==> src/qdc_pkg.sv <==
// Purpose: shared constants and types for the quad converter command block
// Assumes: 32-bit register bus, byte addresses, one word per register
// Notes: register map is local to this block
package qdc_pkg;
    localparam int NUM_CH = 4;
    localparam int FRAME_BITS = 16;
    localparam int CODE_BITS = 10;
    localparam int DATA_BITS = 12;
    localparam int CODE_LSB = 2;
    localparam logic [4:0] LAST_BIT = 5'h0F;

    localparam logic [1:0] OP_WRITE_HOLD = 2'h0;
    localparam logic [1:0] OP_WRITE_UPDATE = 2'h1;
    localparam logic [1:0] OP_WRITE_ALL = 2'h2;
    localparam logic [1:0] OP_POWER_DOWN = 2'h3;

    localparam logic [1:0] TERM_HIZ = 2'h0;
    localparam logic [1:0] TERM_PULL_2K5 = 2'h1;
    localparam logic [1:0] TERM_PULL_100K = 2'h2;

    localparam logic [7:0] ADDR_CTRL = 8'h00;
    localparam logic [7:0] ADDR_STATUS = 8'h04;
    localparam logic [7:0] ADDR_COUNT = 8'h08;
    localparam logic [7:0] ADDR_CODE0 = 8'h10;
    localparam logic [7:0] ADDR_HOLD0 = 8'h20;
    localparam logic [7:0] ADDR_STRIDE = 8'h04;

    localparam int CTRL_ENABLE_BIT = 0;
    localparam logic [31:0] CTRL_RESET = 32'h0000_0001;
    localparam int STAT_PD_BIT = 0;
    localparam int STAT_TERM_LSB = 1;
    localparam int STAT_SEEN_BIT = 3;
    localparam int STAT_BUSY_BIT = 4;

    typedef logic [CODE_BITS-1:0] qdc_code_t;

    typedef struct packed {
        logic channelAddressHi;
        logic channelAddressLo;
        logic operationCodeHi;
        logic operationCodeLo;
        logic [DATA_BITS-1:0] dataCode;
    } qdc_frame_t;
endpackage

==> src/qdc_serial_rx.sv <==
// Purpose: three-wire serial frame receiver, sampled on the system clock
// Assumes: serial clock at most a quarter of the system clock rate
// Notes: all pins pass two flip-flops before any logic reads them
`timescale 1ns/100ps
module qdc_serial_rx
    import qdc_pkg::*;
(
    input wire logic clk_sys,
    input wire logic resetn,
    input wire logic sclkPin,
    input wire logic frameSelectNPin,
    input wire logic dataInPin,
    input wire logic portEnable,
    output logic frameValid,
    output qdc_frame_t frameWord,
    output logic frameAbort,
    output logic frameBusy
);
    typedef enum logic [1:0] {SR_IDLE, SR_SHIFT, SR_DONE} qdc_rx_state_t;

    logic [2:0] sclkSync_ff;
    logic [1:0] selSync_ff;
    logic [1:0] dinSync_ff;
    qdc_rx_state_t state_ff;
    logic [4:0] bitCount_ff;
    logic [FRAME_BITS-2:0] shift_ff;
    logic sclkFall;
    logic selLow;

    always_ff @(posedge clk_sys or negedge resetn)
    begin
        if (!resetn)
        begin
            // clock idles high; select reads low until the pin is really seen high
            sclkSync_ff <= 3'h7;
            selSync_ff <= 2'h0;
            dinSync_ff <= 2'h0;
        end
        else
        begin
            sclkSync_ff <= {sclkSync_ff[1:0], sclkPin};
            selSync_ff <= {selSync_ff[0], frameSelectNPin};
            dinSync_ff <= {dinSync_ff[0], dataInPin};
        end
    end

    assign sclkFall = sclkSync_ff[2] & ~sclkSync_ff[1];
    assign selLow = ~selSync_ff[1];

    // reset into done so a select line held low through reset never opens a frame
    always_ff @(posedge clk_sys or negedge resetn)
    begin
        if (!resetn)
        begin
            state_ff <= SR_DONE;
            bitCount_ff <= 5'h00;
            shift_ff <= '0;
            frameWord <= '0;
            frameValid <= 1'b0;
            frameAbort <= 1'b0;
        end
        else
        begin
            frameValid <= 1'b0;
            frameAbort <= 1'b0;
            case (state_ff)
                SR_IDLE:
                begin
                    bitCount_ff <= 5'h00;
                    if (selLow && portEnable)
                        state_ff <= SR_SHIFT;
                end
                SR_SHIFT:
                begin
                    if (!selLow)
                    begin
                        frameAbort <= 1'b1;
                        state_ff <= SR_IDLE;
                    end
                    else if (sclkFall)
                    begin
                        shift_ff <= {shift_ff[FRAME_BITS-3:0], dinSync_ff[1]};
                        bitCount_ff <= bitCount_ff + 5'h01;
                        if (bitCount_ff == LAST_BIT)
                        begin
                            frameWord <= {shift_ff, dinSync_ff[1]};
                            frameValid <= 1'b1;
                            state_ff <= SR_DONE;
                        end
                    end
                end
                SR_DONE:
                begin
                    // further clocks and data are dropped until select rises
                    if (!selLow)
                        state_ff <= SR_IDLE;
                end
                default:
                    state_ff <= SR_IDLE;
            endcase
        end
    end

    assign frameBusy = (state_ff == SR_SHIFT);
endmodule

==> src/qdc_top.sv <==
// Purpose: command decode and channel registers of a quad voltage-output converter
// Assumes: serial pins from an outside host, APB slave on clk_sys
// Notes: one wait state on every APB access; pslverr on unmapped addresses
`timescale 1ns/100ps
// Summary of operation
// - frame is two address bits, two operation bits, twelve data bits, msb first.
// - while select is low, one data bit shifts in per falling serial clock.
// - after sixteen edges further clocks are ignored until select rises again.
// - non power-down codes write one holding, write and update all, or write all.
// - the command executes on the sixteenth falling edge of a full frame.
// - select rising early discards the frame; only the abort count changes.
// - reset clears all four channel registers to zero.
// - outputs stay at the zero code until the first valid frame.
// - operation code 11 powers down all four channels regardless of address.
// - in power-down the address field selects high-z, 2.5k or 100k termination.
// - any power-down mode asserts shutdown to the analog circuitry.
// - power-down leaves every channel register unchanged.
// - a non power-down frame wakes the part; unwritten registers keep their values.
module qdc_top
    import qdc_pkg::*;
(
    input wire logic clk_sys,
    input wire logic resetn,
    input wire logic psel,
    input wire logic penable,
    input wire logic pwrite,
    input wire logic [7:0] paddr,
    input wire logic [31:0] pwdata,
    output logic [31:0] prdata,
    output logic pready,
    output logic pslverr,
    input wire logic sclkPin,
    input wire logic frameSelectNPin,
    input wire logic dataInPin,
    output qdc_code_t [NUM_CH-1:0] chanCode,
    output logic shutdown,
    output logic [1:0] termSel
);
    logic [31:0] ctrl_ff;
    qdc_code_t [NUM_CH-1:0] hold_ff;
    logic anySeen_ff;
    logic [15:0] validCount_ff;
    logic [15:0] abortCount_ff;
    logic frameValid;
    logic frameAbort;
    logic frameBusy;
    qdc_frame_t frameWord;
    logic [1:0] frameAddr;
    logic [1:0] frameOp;
    qdc_code_t frameCode;
    logic apbAccess;
    logic [31:0] nxt_prdata;
    logic nxt_pslverr;

    qdc_serial_rx u_rx (
        .clk_sys(clk_sys),
        .resetn(resetn),
        .sclkPin(sclkPin),
        .frameSelectNPin(frameSelectNPin),
        .dataInPin(dataInPin),
        .portEnable(ctrl_ff[CTRL_ENABLE_BIT]),
        .frameValid(frameValid),
        .frameWord(frameWord),
        .frameAbort(frameAbort),
        .frameBusy(frameBusy)
    );

    assign frameAddr = {frameWord.channelAddressHi, frameWord.channelAddressLo};
    assign frameOp = {frameWord.operationCodeHi, frameWord.operationCodeLo};
    // two lowest data bits are below the resolution and dropped
    assign frameCode = frameWord.dataCode[DATA_BITS-1:CODE_LSB];

    // holding registers; power-down frames leave them alone
    always_ff @(posedge clk_sys or negedge resetn)
    begin
        if (!resetn)
            hold_ff <= '0;
        else if (frameValid)
        begin
            case (frameOp)
                OP_WRITE_HOLD,
                OP_WRITE_UPDATE:
                    hold_ff[frameAddr] <= frameCode;
                OP_WRITE_ALL:
                    hold_ff <= {NUM_CH{frameCode}};
                default:
                    hold_ff <= hold_ff;
            endcase
        end
    end

    // output codes follow the holding registers only on a write-and-update or write-all command
    always_ff @(posedge clk_sys or negedge resetn)
    begin
        if (!resetn)
            chanCode <= '0;
        else if (frameValid)
        begin
            case (frameOp)
                OP_WRITE_UPDATE:
                begin
                    chanCode <= hold_ff;
                    chanCode[frameAddr] <= frameCode;
                end
                OP_WRITE_ALL:
                    chanCode <= {NUM_CH{frameCode}};
                default:
                    chanCode <= chanCode;
            endcase
        end
    end

    // power-down mode and termination
    always_ff @(posedge clk_sys or negedge resetn)
    begin
        if (!resetn)
        begin
            shutdown <= 1'b0;
            termSel <= TERM_HIZ;
        end
        else if (frameValid)
        begin
            if (frameOp == OP_POWER_DOWN)
            begin
                shutdown <= 1'b1;
                case (frameAddr)
                    2'h1: termSel <= TERM_PULL_2K5;
                    2'h2: termSel <= TERM_PULL_100K;
                    default: termSel <= TERM_HIZ;
                endcase
            end
            else
            begin
                shutdown <= 1'b0;
                termSel <= TERM_HIZ;
            end
        end
    end

    // the host is expected to go quiet in power-down; the receiver copes if it does not
    always_ff @(posedge clk_sys or negedge resetn)
    begin
        if (!resetn)
        begin
            anySeen_ff <= 1'b0;
            validCount_ff <= 16'h0000;
            abortCount_ff <= 16'h0000;
        end
        else
        begin
            if (frameValid)
            begin
                anySeen_ff <= 1'b1;
                validCount_ff <= validCount_ff + 16'h0001;
            end
            if (frameAbort)
                abortCount_ff <= abortCount_ff + 16'h0001;
        end
    end

    assign apbAccess = psel & penable & ~pready;

    always_comb
    begin
        nxt_prdata = 32'h0000_0000;
        nxt_pslverr = 1'b0;
        if (paddr == ADDR_CTRL)
            nxt_prdata = ctrl_ff;
        else if (paddr == ADDR_STATUS)
        begin
            nxt_prdata[STAT_PD_BIT] = shutdown;
            nxt_prdata[STAT_TERM_LSB+1:STAT_TERM_LSB] = termSel;
            nxt_prdata[STAT_SEEN_BIT] = anySeen_ff;
            nxt_prdata[STAT_BUSY_BIT] = frameBusy;
        end
        else if (paddr == ADDR_COUNT)
            nxt_prdata = {abortCount_ff, validCount_ff};
        else
        begin
            nxt_pslverr = 1'b1;
            for (int i = 0; i < NUM_CH; i++)
            begin
                if (paddr == ADDR_CODE0 + 8'(i) * ADDR_STRIDE)
                begin
                    nxt_prdata[CODE_BITS-1:0] = chanCode[i];
                    nxt_pslverr = 1'b0;
                end
                if (paddr == ADDR_HOLD0 + 8'(i) * ADDR_STRIDE)
                begin
                    nxt_prdata[CODE_BITS-1:0] = hold_ff[i];
                    nxt_pslverr = 1'b0;
                end
            end
        end
    end

    always_ff @(posedge clk_sys or negedge resetn)
    begin
        if (!resetn)
        begin
            pready <= 1'b0;
            pslverr <= 1'b0;
            prdata <= 32'h0000_0000;
        end
        else
        begin
            pready <= apbAccess;
            pslverr <= apbAccess & nxt_pslverr;
            prdata <= (apbAccess && !pwrite && !nxt_pslverr) ? nxt_prdata : 32'h0000_0000;
        end
    end

    always_ff @(posedge clk_sys or negedge resetn)
    begin
        if (!resetn)
            ctrl_ff <= CTRL_RESET;
        else if (psel && penable && pready && pwrite && paddr == ADDR_CTRL)
            ctrl_ff <= {31'h0000_0000, pwdata[CTRL_ENABLE_BIT]};
    end
endmodule

==> config.mk <==
export PLATFORM = sky130hd
export DESIGN_NAME = qdc_top
export DESIGN_NICKNAME = d
export VERILOG_FILES = /design/src/qdc_pkg.sv /design/src/qdc_serial_rx.sv /design/src/qdc_top.sv
export SDC_FILE = /design/constraint.sdc
export NUM_CORES = 1
export LEC_CHECK = 0
export ABC_AREA = 1
export BUFFER_PORTS_ARGS = -buffer_cell sky130_fd_sc_hd__buf_2
export CORE_MARGIN = 2
export CORE_UTILIZATION = 45
export CTS_BUF_LIST = sky130_fd_sc_hd__clkbuf_4 sky130_fd_sc_hd__clkbuf_8
export DETAILED_ROUTE_END_ITERATION = 12
export PLACE_DENSITY = 0.73
export SYNTH_ARGS = -nofsm -noshare
export SYNTH_HDL_FRONTEND = slang
export SYNTH_HIERARCHICAL = 1
export SYNTH_SLANG_ARGS = --single-unit
==> constraint.sdc <==
create_clock -name clk_sys -period 1.65 [get_ports clk_sys]
set_input_delay 0.2475 -clock clk_sys [delete_from_list [all_inputs] [get_ports clk_sys]]
set_output_delay 0.2475 -clock clk_sys [all_outputs]
set_load 0.02 [all_outputs]
== Yosys cells after proc, flatten, opt, wreduce, memory -nomap -nowiden ==
Cells that the tools add are included.
Word-level totals
  word-level logic and storage cells: 137
  register bits: 198
  input bits: 48
  output and inout port bits: 77
Operators by class
  multiplexer cells: 48
  $lt $le $gt $ge: 2
  add/sub/neg operators: 3
  equality and inequality tests: 24
  bitwise operators: 7
  reduce and logical (&&, ||, !) cells: 23
Operator list (count)
  case mux 40 bit (2 select lines): 2
  two-way mux 10 bit: 10
  two-way mux 32 bit: 2
  bitwise mux 40 bit: 1
  adder 16 x 1 -> 16 bit, second input constant: 2
  equality test 8 x 5 -> 1 bit, second input constant: 4
  equality test 8 x 6 -> 1 bit, second input constant: 4
  two-way mux 27 bit: 1
  two-way mux 22 bit: 1
  demux 10 bit (select 2 bit): 1
  two-way mux 1 bit: 18
  two-way mux 5 bit: 3
  two-way mux 2 bit: 6
  case mux 5 bit (2 select lines): 1
  equality test 2 bit, second input constant: 4
  equality test 8 x 3 -> 1 bit, second input constant: 1
  equality test 8 x 4 -> 1 bit, second input constant: 1
  logical AND 1 bit: 8
  zero test 8 bit: 1
  AND reduction 4 bit: 2
  equality test 2 x 1 -> 1 bit, second input constant: 3
  inequality test 2 x 1 -> 1 bit, second input constant: 3
  inequality test 3 x 1 -> 1 bit, second input constant: 2
  case mux 2 bit (3 select lines): 1
  other kinds (14): 25

== Longest topological paths before layout ==
Gate-level depths: netlist (run 1).
  depth after elaboration: 15
  mapped depth: 12
  gate-level depth less buffers: 12

== Modules after synthesis ==
The synthesis (run 1) kept the hierarchy.
By module, submodules not included
  qdc_top: instances 1, area an instance 7260.7 µm², seq. area each 3779.9 µm², cells an instance 854
  qdc_serial_rx: instances 1, area an instance 1958.1 µm², seq. area each 1181.1 µm², cells an instance 174

== Least setup slack after synthesis (run 1) ==
No wires, ideal clock.
  path type: register -> register
  from: register abortCount_ff[0]
  to: register abortCount_ff[14]
  data required time: 1.528 ns
  stages on the path, launching flop included: 10
  library setup time: 0.122 ns
  buffers on the path: 0
  arrival: 1.453 ns
  slack: 0.075 ns
  clock period less this slack: 1.575 ns
  cells stage by stage: dfrtp_1 > ha_1 > inv_1 > nor3_1 > inv_1 > nor2_2 > inv_1 > nor4_2 > nand2_1 > xor2_1
Between the ends
  word-level cells in the longest chain between the ends: 1
RTL lines
  from (decl): line qdc_top.sv:43  | logic [15:0] abortCount_ff;
  from (signal assigned): line qdc_top.sv:157  | abortCount_ff <= abortCount_ff + 16'h0001;
  adder 16 x 1 -> 16 bit: line qdc_top.sv:157
No other way between the ends.
A chain may end at the register's enable or synchronous reset.

== Worst setup path after layout (run 1) ==
  from: register abortCount_ff[1]
  to: register abortCount_ff[14]
Same word-level chain as after synthesis.

==> results of run 1 <==
registers in the layout, summed over array words and instances (netlist names):
name,flops
u_rx/frameWord,14
u_rx/bitCount_ff,5
u_rx/frameValid,1
chanCode,40
shutdown,1
validCount_ff,16
termSel,2
u_rx/dinSync_ff,2
anySeen_ff,1
u_rx/sclkSync_ff,3
pslverr,1
abortCount_ff,16
u_rx/frameAbort,1
pready,1
u_rx/state_ff,2
prdata,32
u_rx/selSync_ff,2
ctrl_ff,1
u_rx/shift_ff,15
hold_ff,40
worst paths after layout:
check	endpoint	slack (ns)
worst max-delay path	abortCount_ff[14]	0.08
worst min-delay path	ctrl_ff[0]	0.03
worst max register to register	abortCount_ff[14]	0.08
worst min register to register	u_rx/selSync_ff[1]	0.36
max in group asynchronous	u_rx/state_ff[1]	0.68
min in group asynchronous	abortCount_ff[7]	0.30
timing repair:
item | CTS | global route
resized for setup | 1 | 13
buffers inserted | 2 | 6
hold buffers | 4 | 0
pin swaps | 0 | 5
hold endpoints to repair | 52 | 0
endpoints found under the setup margin | 3 | 21
cells in the final DEF (no fill, tap or decap), types with 5 or more instances in the layout:
master	count
nand2_1	250
dfrtp_1	191
o21ai_0	129
inv_1	94
buf_2	92
nand3_1	58
buf_4	48
nor2_1	47
o21ai_2	29
clkbuf_8	20
xor2_1	19
nand2_2	18
nor3_2	16
a21oi_1	14
inv_2	14
buf_12	14
nor2_2	11
nand4_1	8
or2_2	8
o22ai_1	7
inv_6	7
xnor2_1	6
nor2_4	5
o21bai_1	5
ha_1	5
dfstp_2	5
report_power, final:
group / leakage, µW / internal [µW] / switching (µW)
clock: 0.000197 / 1330 / 1800
combinational: 0.00241 / 232 / 382
sequential: 0.00270 / 4920 / 74.8
layer usage:
metal / GRT usage [%] / part of all wire (%)
met5: 0 / 0
met2: 31.51 / 46
met3: 4.313 / 5.8
met1: 28.02 / 45
met4: 6.942 / 2.4
metrics by stage:
step	hold slack [ns]	total power, µW
finish	0.02800	8739
global route	0.008530	9119
CTS	0.01249	8774
detailed placement	0.2641	5663
global placement	0.2619	5633
floorplan	-0.04809	5367
cell type report:
cell class	count	share of cell area, %
Clock buffer	19	2.418
Inverter	109	3.783
Tap cell	270	3.124
Sequential cell	196	45.41
Clock inverter	13	1.250
Multi-Input combinational cell	671	33.33
Timing Repair Buffer	159	10.68
worst max-delay path: stages, from the launching register on:
cell     delay (ns)
dfrtp_1        0.39
ha_1           0.15
inv_1          0.05
nor3_2         0.16
inv_1          0.09
nor2_2         0.11
inv_2          0.06
nor4_4         0.17
nand2_1        0.12
xor2_1         0.15
==> metrics, run 1 <==
first-pass GRT wire length 34360 µm; routed wire length 20880 µm; GP Congestion 0.8637; Synth Instances 1021; Synth-to-Final Area Change 18.28%; worst hold path stage count 3; Initial Util 45.48%; Die Ht 146.5 µm; IO Pins 125; Crit. End Element flip-flop; fill count 1827; total track usage 20.14%; Hold Fails Final Rpt 0; Syn Nets 1075; final antenna-violating net count 0; Slew headroom 66.67%; synthesized area 9143 µm²; Via density 4.996; DRC 0; multi-input logic area 3605 µm²; fmax 635.8 MHz; Detailed Route Iter0 Violations 441; worst reg2reg startpoint abortCount_ff[1]; Core Region 20100 µm²; Max-Cap Viols 0; Final Cycle Share 95.33%; ANT cells 0; CTS sink cnt 196; number of global-route vias before repair 6835; NumNets Final 1208; DIE WIDTH 146.5 µm; fin cells 1437; ratio of cells with drive above 1 in the final layout 26.39%; router iterations before antenna repair 5; Max H-tree Level 4; clock root buffer master clkbuf_8; CP arrival 1.93 ns; Sequential cell area 4911 µm²; TritonCTS clock tree done; wire length per cell 14.53 µm; via count 7179; GRT overflow 0; Skew-Pair Late Insertion Delay 0.48 ns; largest net degree at the start of global routing 81; IR drop worst, VDD 578.8 µV; placed cell count 1393; skew final 0.01737 ns; design area 10810 µm²; status finished clean; placed inst area 10280 µm²; die area 21470 µm²; pwr dens 808.1 nW/µm²; I/O Buffers 93; Critical Path Source Type flip-flop; pre-CTS WS -0.08270 ns; Lkg Pwr 0.005307 µW; DP HPWL 15260 µm; WS Path Type reg2reg; highest fanout seen on the critical path 2; Setup WS post-layout 0.07709 ns; CTS Buf Count 17; Max Slew Vio Count 0; clk buf depth 2; TNS Setup 0 ns; # rows 52; Clk pin slew, worst setup/hold paths 0.11 ns; Req. time, crit path 2.01 ns; R2R cell count 9; RSZ-0062 raised after global routing true; Period minus WS final 1.573 ns; CP startpoint abortCount_ff[1]; final setup vio count 0; Final Util 53.79%; Yosys warnings 6; HP Start pwdata[0]; Slew @ Worst Pin 0.4999 ns; initial antenna violation count 0; syn_area_per_cell 8.954 µm²; Hold Crit Class in2reg
Power figures use the tool's default switching activity.
==> inputs of run 2 (changes only) <==
--- a/config.mk
+++ b/config.mk
@@ -7,6 +7,7 @@
 export LEC_CHECK = 0
 export ABC_AREA = 1
 export BUFFER_PORTS_ARGS = -buffer_cell sky130_fd_sc_hd__buf_2
+export CORE_ASPECT_RATIO = 1.75
 export CORE_MARGIN = 2
 export CORE_UTILIZATION = 45
 export CTS_BUF_LIST = sky130_fd_sc_hd__clkbuf_4 sky130_fd_sc_hd__clkbuf_8
==> run 2 against run 1 <==
Compared with the run above: first-iteration DRC count rose by 36%; core utilization increased by 0.69 points; via count is 2.3% higher; sequential power barely moved; critical path type unchanged.
==> metrics, run 2 (synthesis results as in run 1) <==
status finished clean; Largest stage delay, worst path 0.37 ns; TNS Setup 0 ns; Period minus WS final 1.592 ns; I/O Buffers 93; Setup WS post-layout 0.05777 ns; Max Slew Vio Count 0; clock share of power 36.3%; Final Cycle Share 96.50%; most frequent cells in the layout 252 x nand2_1, 189 x dfrtp_1, 126 x o21ai_0; R2R cell count 9; WS Path Type reg2reg; commonest non-fill, non-tap cell in the layout nand2_1; CP arrival 1.96 ns; GP Congestion 0.8518; final antenna-violating net count 0; # rows 69; Lkg Pwr 0.005394 µW; IR drop worst, VDD 452.1 µV; pre-CTS WS -0.1087 ns; Net Sw Frac 25.42%; cell internal pwr 6556 µW; first-pass GRT wire length 35230 µm; wire length per cell 15.08 µm; highest fanout seen on the critical path 2; NumNets Final 1224; Initial Util 45.45%; Critical Path Source Type flip-flop; CTS Buf Count 17; ratio of cells with drive above 1 in the final layout 27.39%; die area 21520 µm²; RSZ-0062 raised after global routing true; Die Ht 192.6 µm; Comb pwr share 6.9%; DRC 0; Slew headroom 71.71%; total track usage 20.59%; fin cells 1431; clk buf depth 2; Crit. End Element flip-flop; GRT overflow 0; CP dominant cell by count inv_1; TritonCTS clock tree done; DIE WIDTH 111.7 µm; Max H-tree Level 4; via count 7342; Largest regs chanCode (40), hold_ff (40), prdata (32); skew final 0.02078 ns; routed wire length 21580 µm; router iterations before antenna repair 6; fmax 628.1 MHz; Via density 5.131; Skew-Pair Late Insertion Delay 0.48 ns; placed cell count 1389; IO Pins 125; clock root buffer master clkbuf_8; number of global-route vias before repair 7071; CTS sink cnt 196; Hold Fails Final Rpt 0; Hold Crit Class in2reg; Detailed Route Iter0 Violations 599; initial antenna violation count 0; pwr dens 802.1 nW/µm²; Core Region 20120 µm²; Reg power frac 56.8%; Synth-to-Final Area Change 19.87%; largest net degree at the start of global routing 81; Slew @ Worst Pin 0.4198 ns; Max-Cap Viols 0; Clk pin slew, worst setup/hold paths 0.11 ns; ANT cells 0; crit path cell chain ha_1 -> inv_1 -> nor3_2 -> inv_1 -> nor2_2 -> inv_2 -> nor4_4 -> nand2_1 -> xor2_1; final setup vio count 0; Critical-path top delay cell dfrtp_1; worst hold path stage count 3; Net Switching 2234 µW; Req. time, crit path 2.02 ns; DP HPWL 15940 µm
-- run 2: what timing repair did --
item	CTS	global route
cloned	0	0
hold endpoints to repair	49	0
setup buffers	0	5
gates resized for setup	2	15
setup endpoints to repair	2	15
hold buffers	5	0
pin swaps	0	7
-- run 2: layer usage --
metal | wire length (µm) | track usage, % | vias to the layer above
met3 | 935 | 3.518 | 55
met5 | 0 | 0 | -
met2 | 11570 | 37.27 | 209
li1 | - | - | 3570
met1 | 8173 | 23.27 | 3508
met4 | 896 | 10.30 | 0
-- run 2: metrics by stage --
stage / util (%) / area (µm²) / total power [µW] / hold WS [ns]
finish: 54.48 / 10960 / 8791 / 0.03060
global route: 54.48 / 10960 / 9166 / 0.03303
CTS: 54.16 / 10900 / 8873 / 0.008595
detailed placement: 51.81 / 10420 / 5664 / 0.1960
global placement: 51.81 / 10420 / 5633 / 0.1935
floorplan: - / 9143 / 5367 / -0.04809
-- run 2: power by group through the flow --
stage	logic (µW)	registers, µW	clock network [µW]
finish	602	4990	3190
global route	684	5010	3470
CTS	591	5000	3290
detailed placement	574	5090	0
global placement	550	5080	0
floorplan	282	5090	0
-- run 2: cell type report --
class,count,area [µm²]
sequential,196,4913
clock buffer,18,241.5
clock inverter,14,168.9
tap,248,310.3
multi-input combinational,671,3597
inverter,109,409.1
fill,1790,9156
timing repair buffer,175,1319
-- run 2: path summary, 6_finish.rpt --
| path | startpoint | endpoint | slack, ns |
|---|---|---|---|
| hold reg to reg | u_rx/selSync_ff[0] | u_rx/selSync_ff[1] | 0.36 |
| min in group asynchronous | resetn | abortCount_ff[15] | 0.24 |
| setup reg to reg | abortCount_ff[0] | abortCount_ff[12] | 0.06 |
| hold / removal | penable | pready | 0.03 |
| max in group asynchronous | resetn | u_rx/sclkSync_ff[0] | 0.73 |
| setup / recovery | abortCount_ff[0] | abortCount_ff[12] | 0.06 |
-- run 2: worst max-delay path: cells and delay by family (launching register included) --
family                     cells  cell delay [ns]
adders and majority gates      1             0.16
buffers and inverters          3             0.21
xor gates and xnor gates       1             0.16
and+or+nand+nor                4             0.60
DFF                            1             0.37
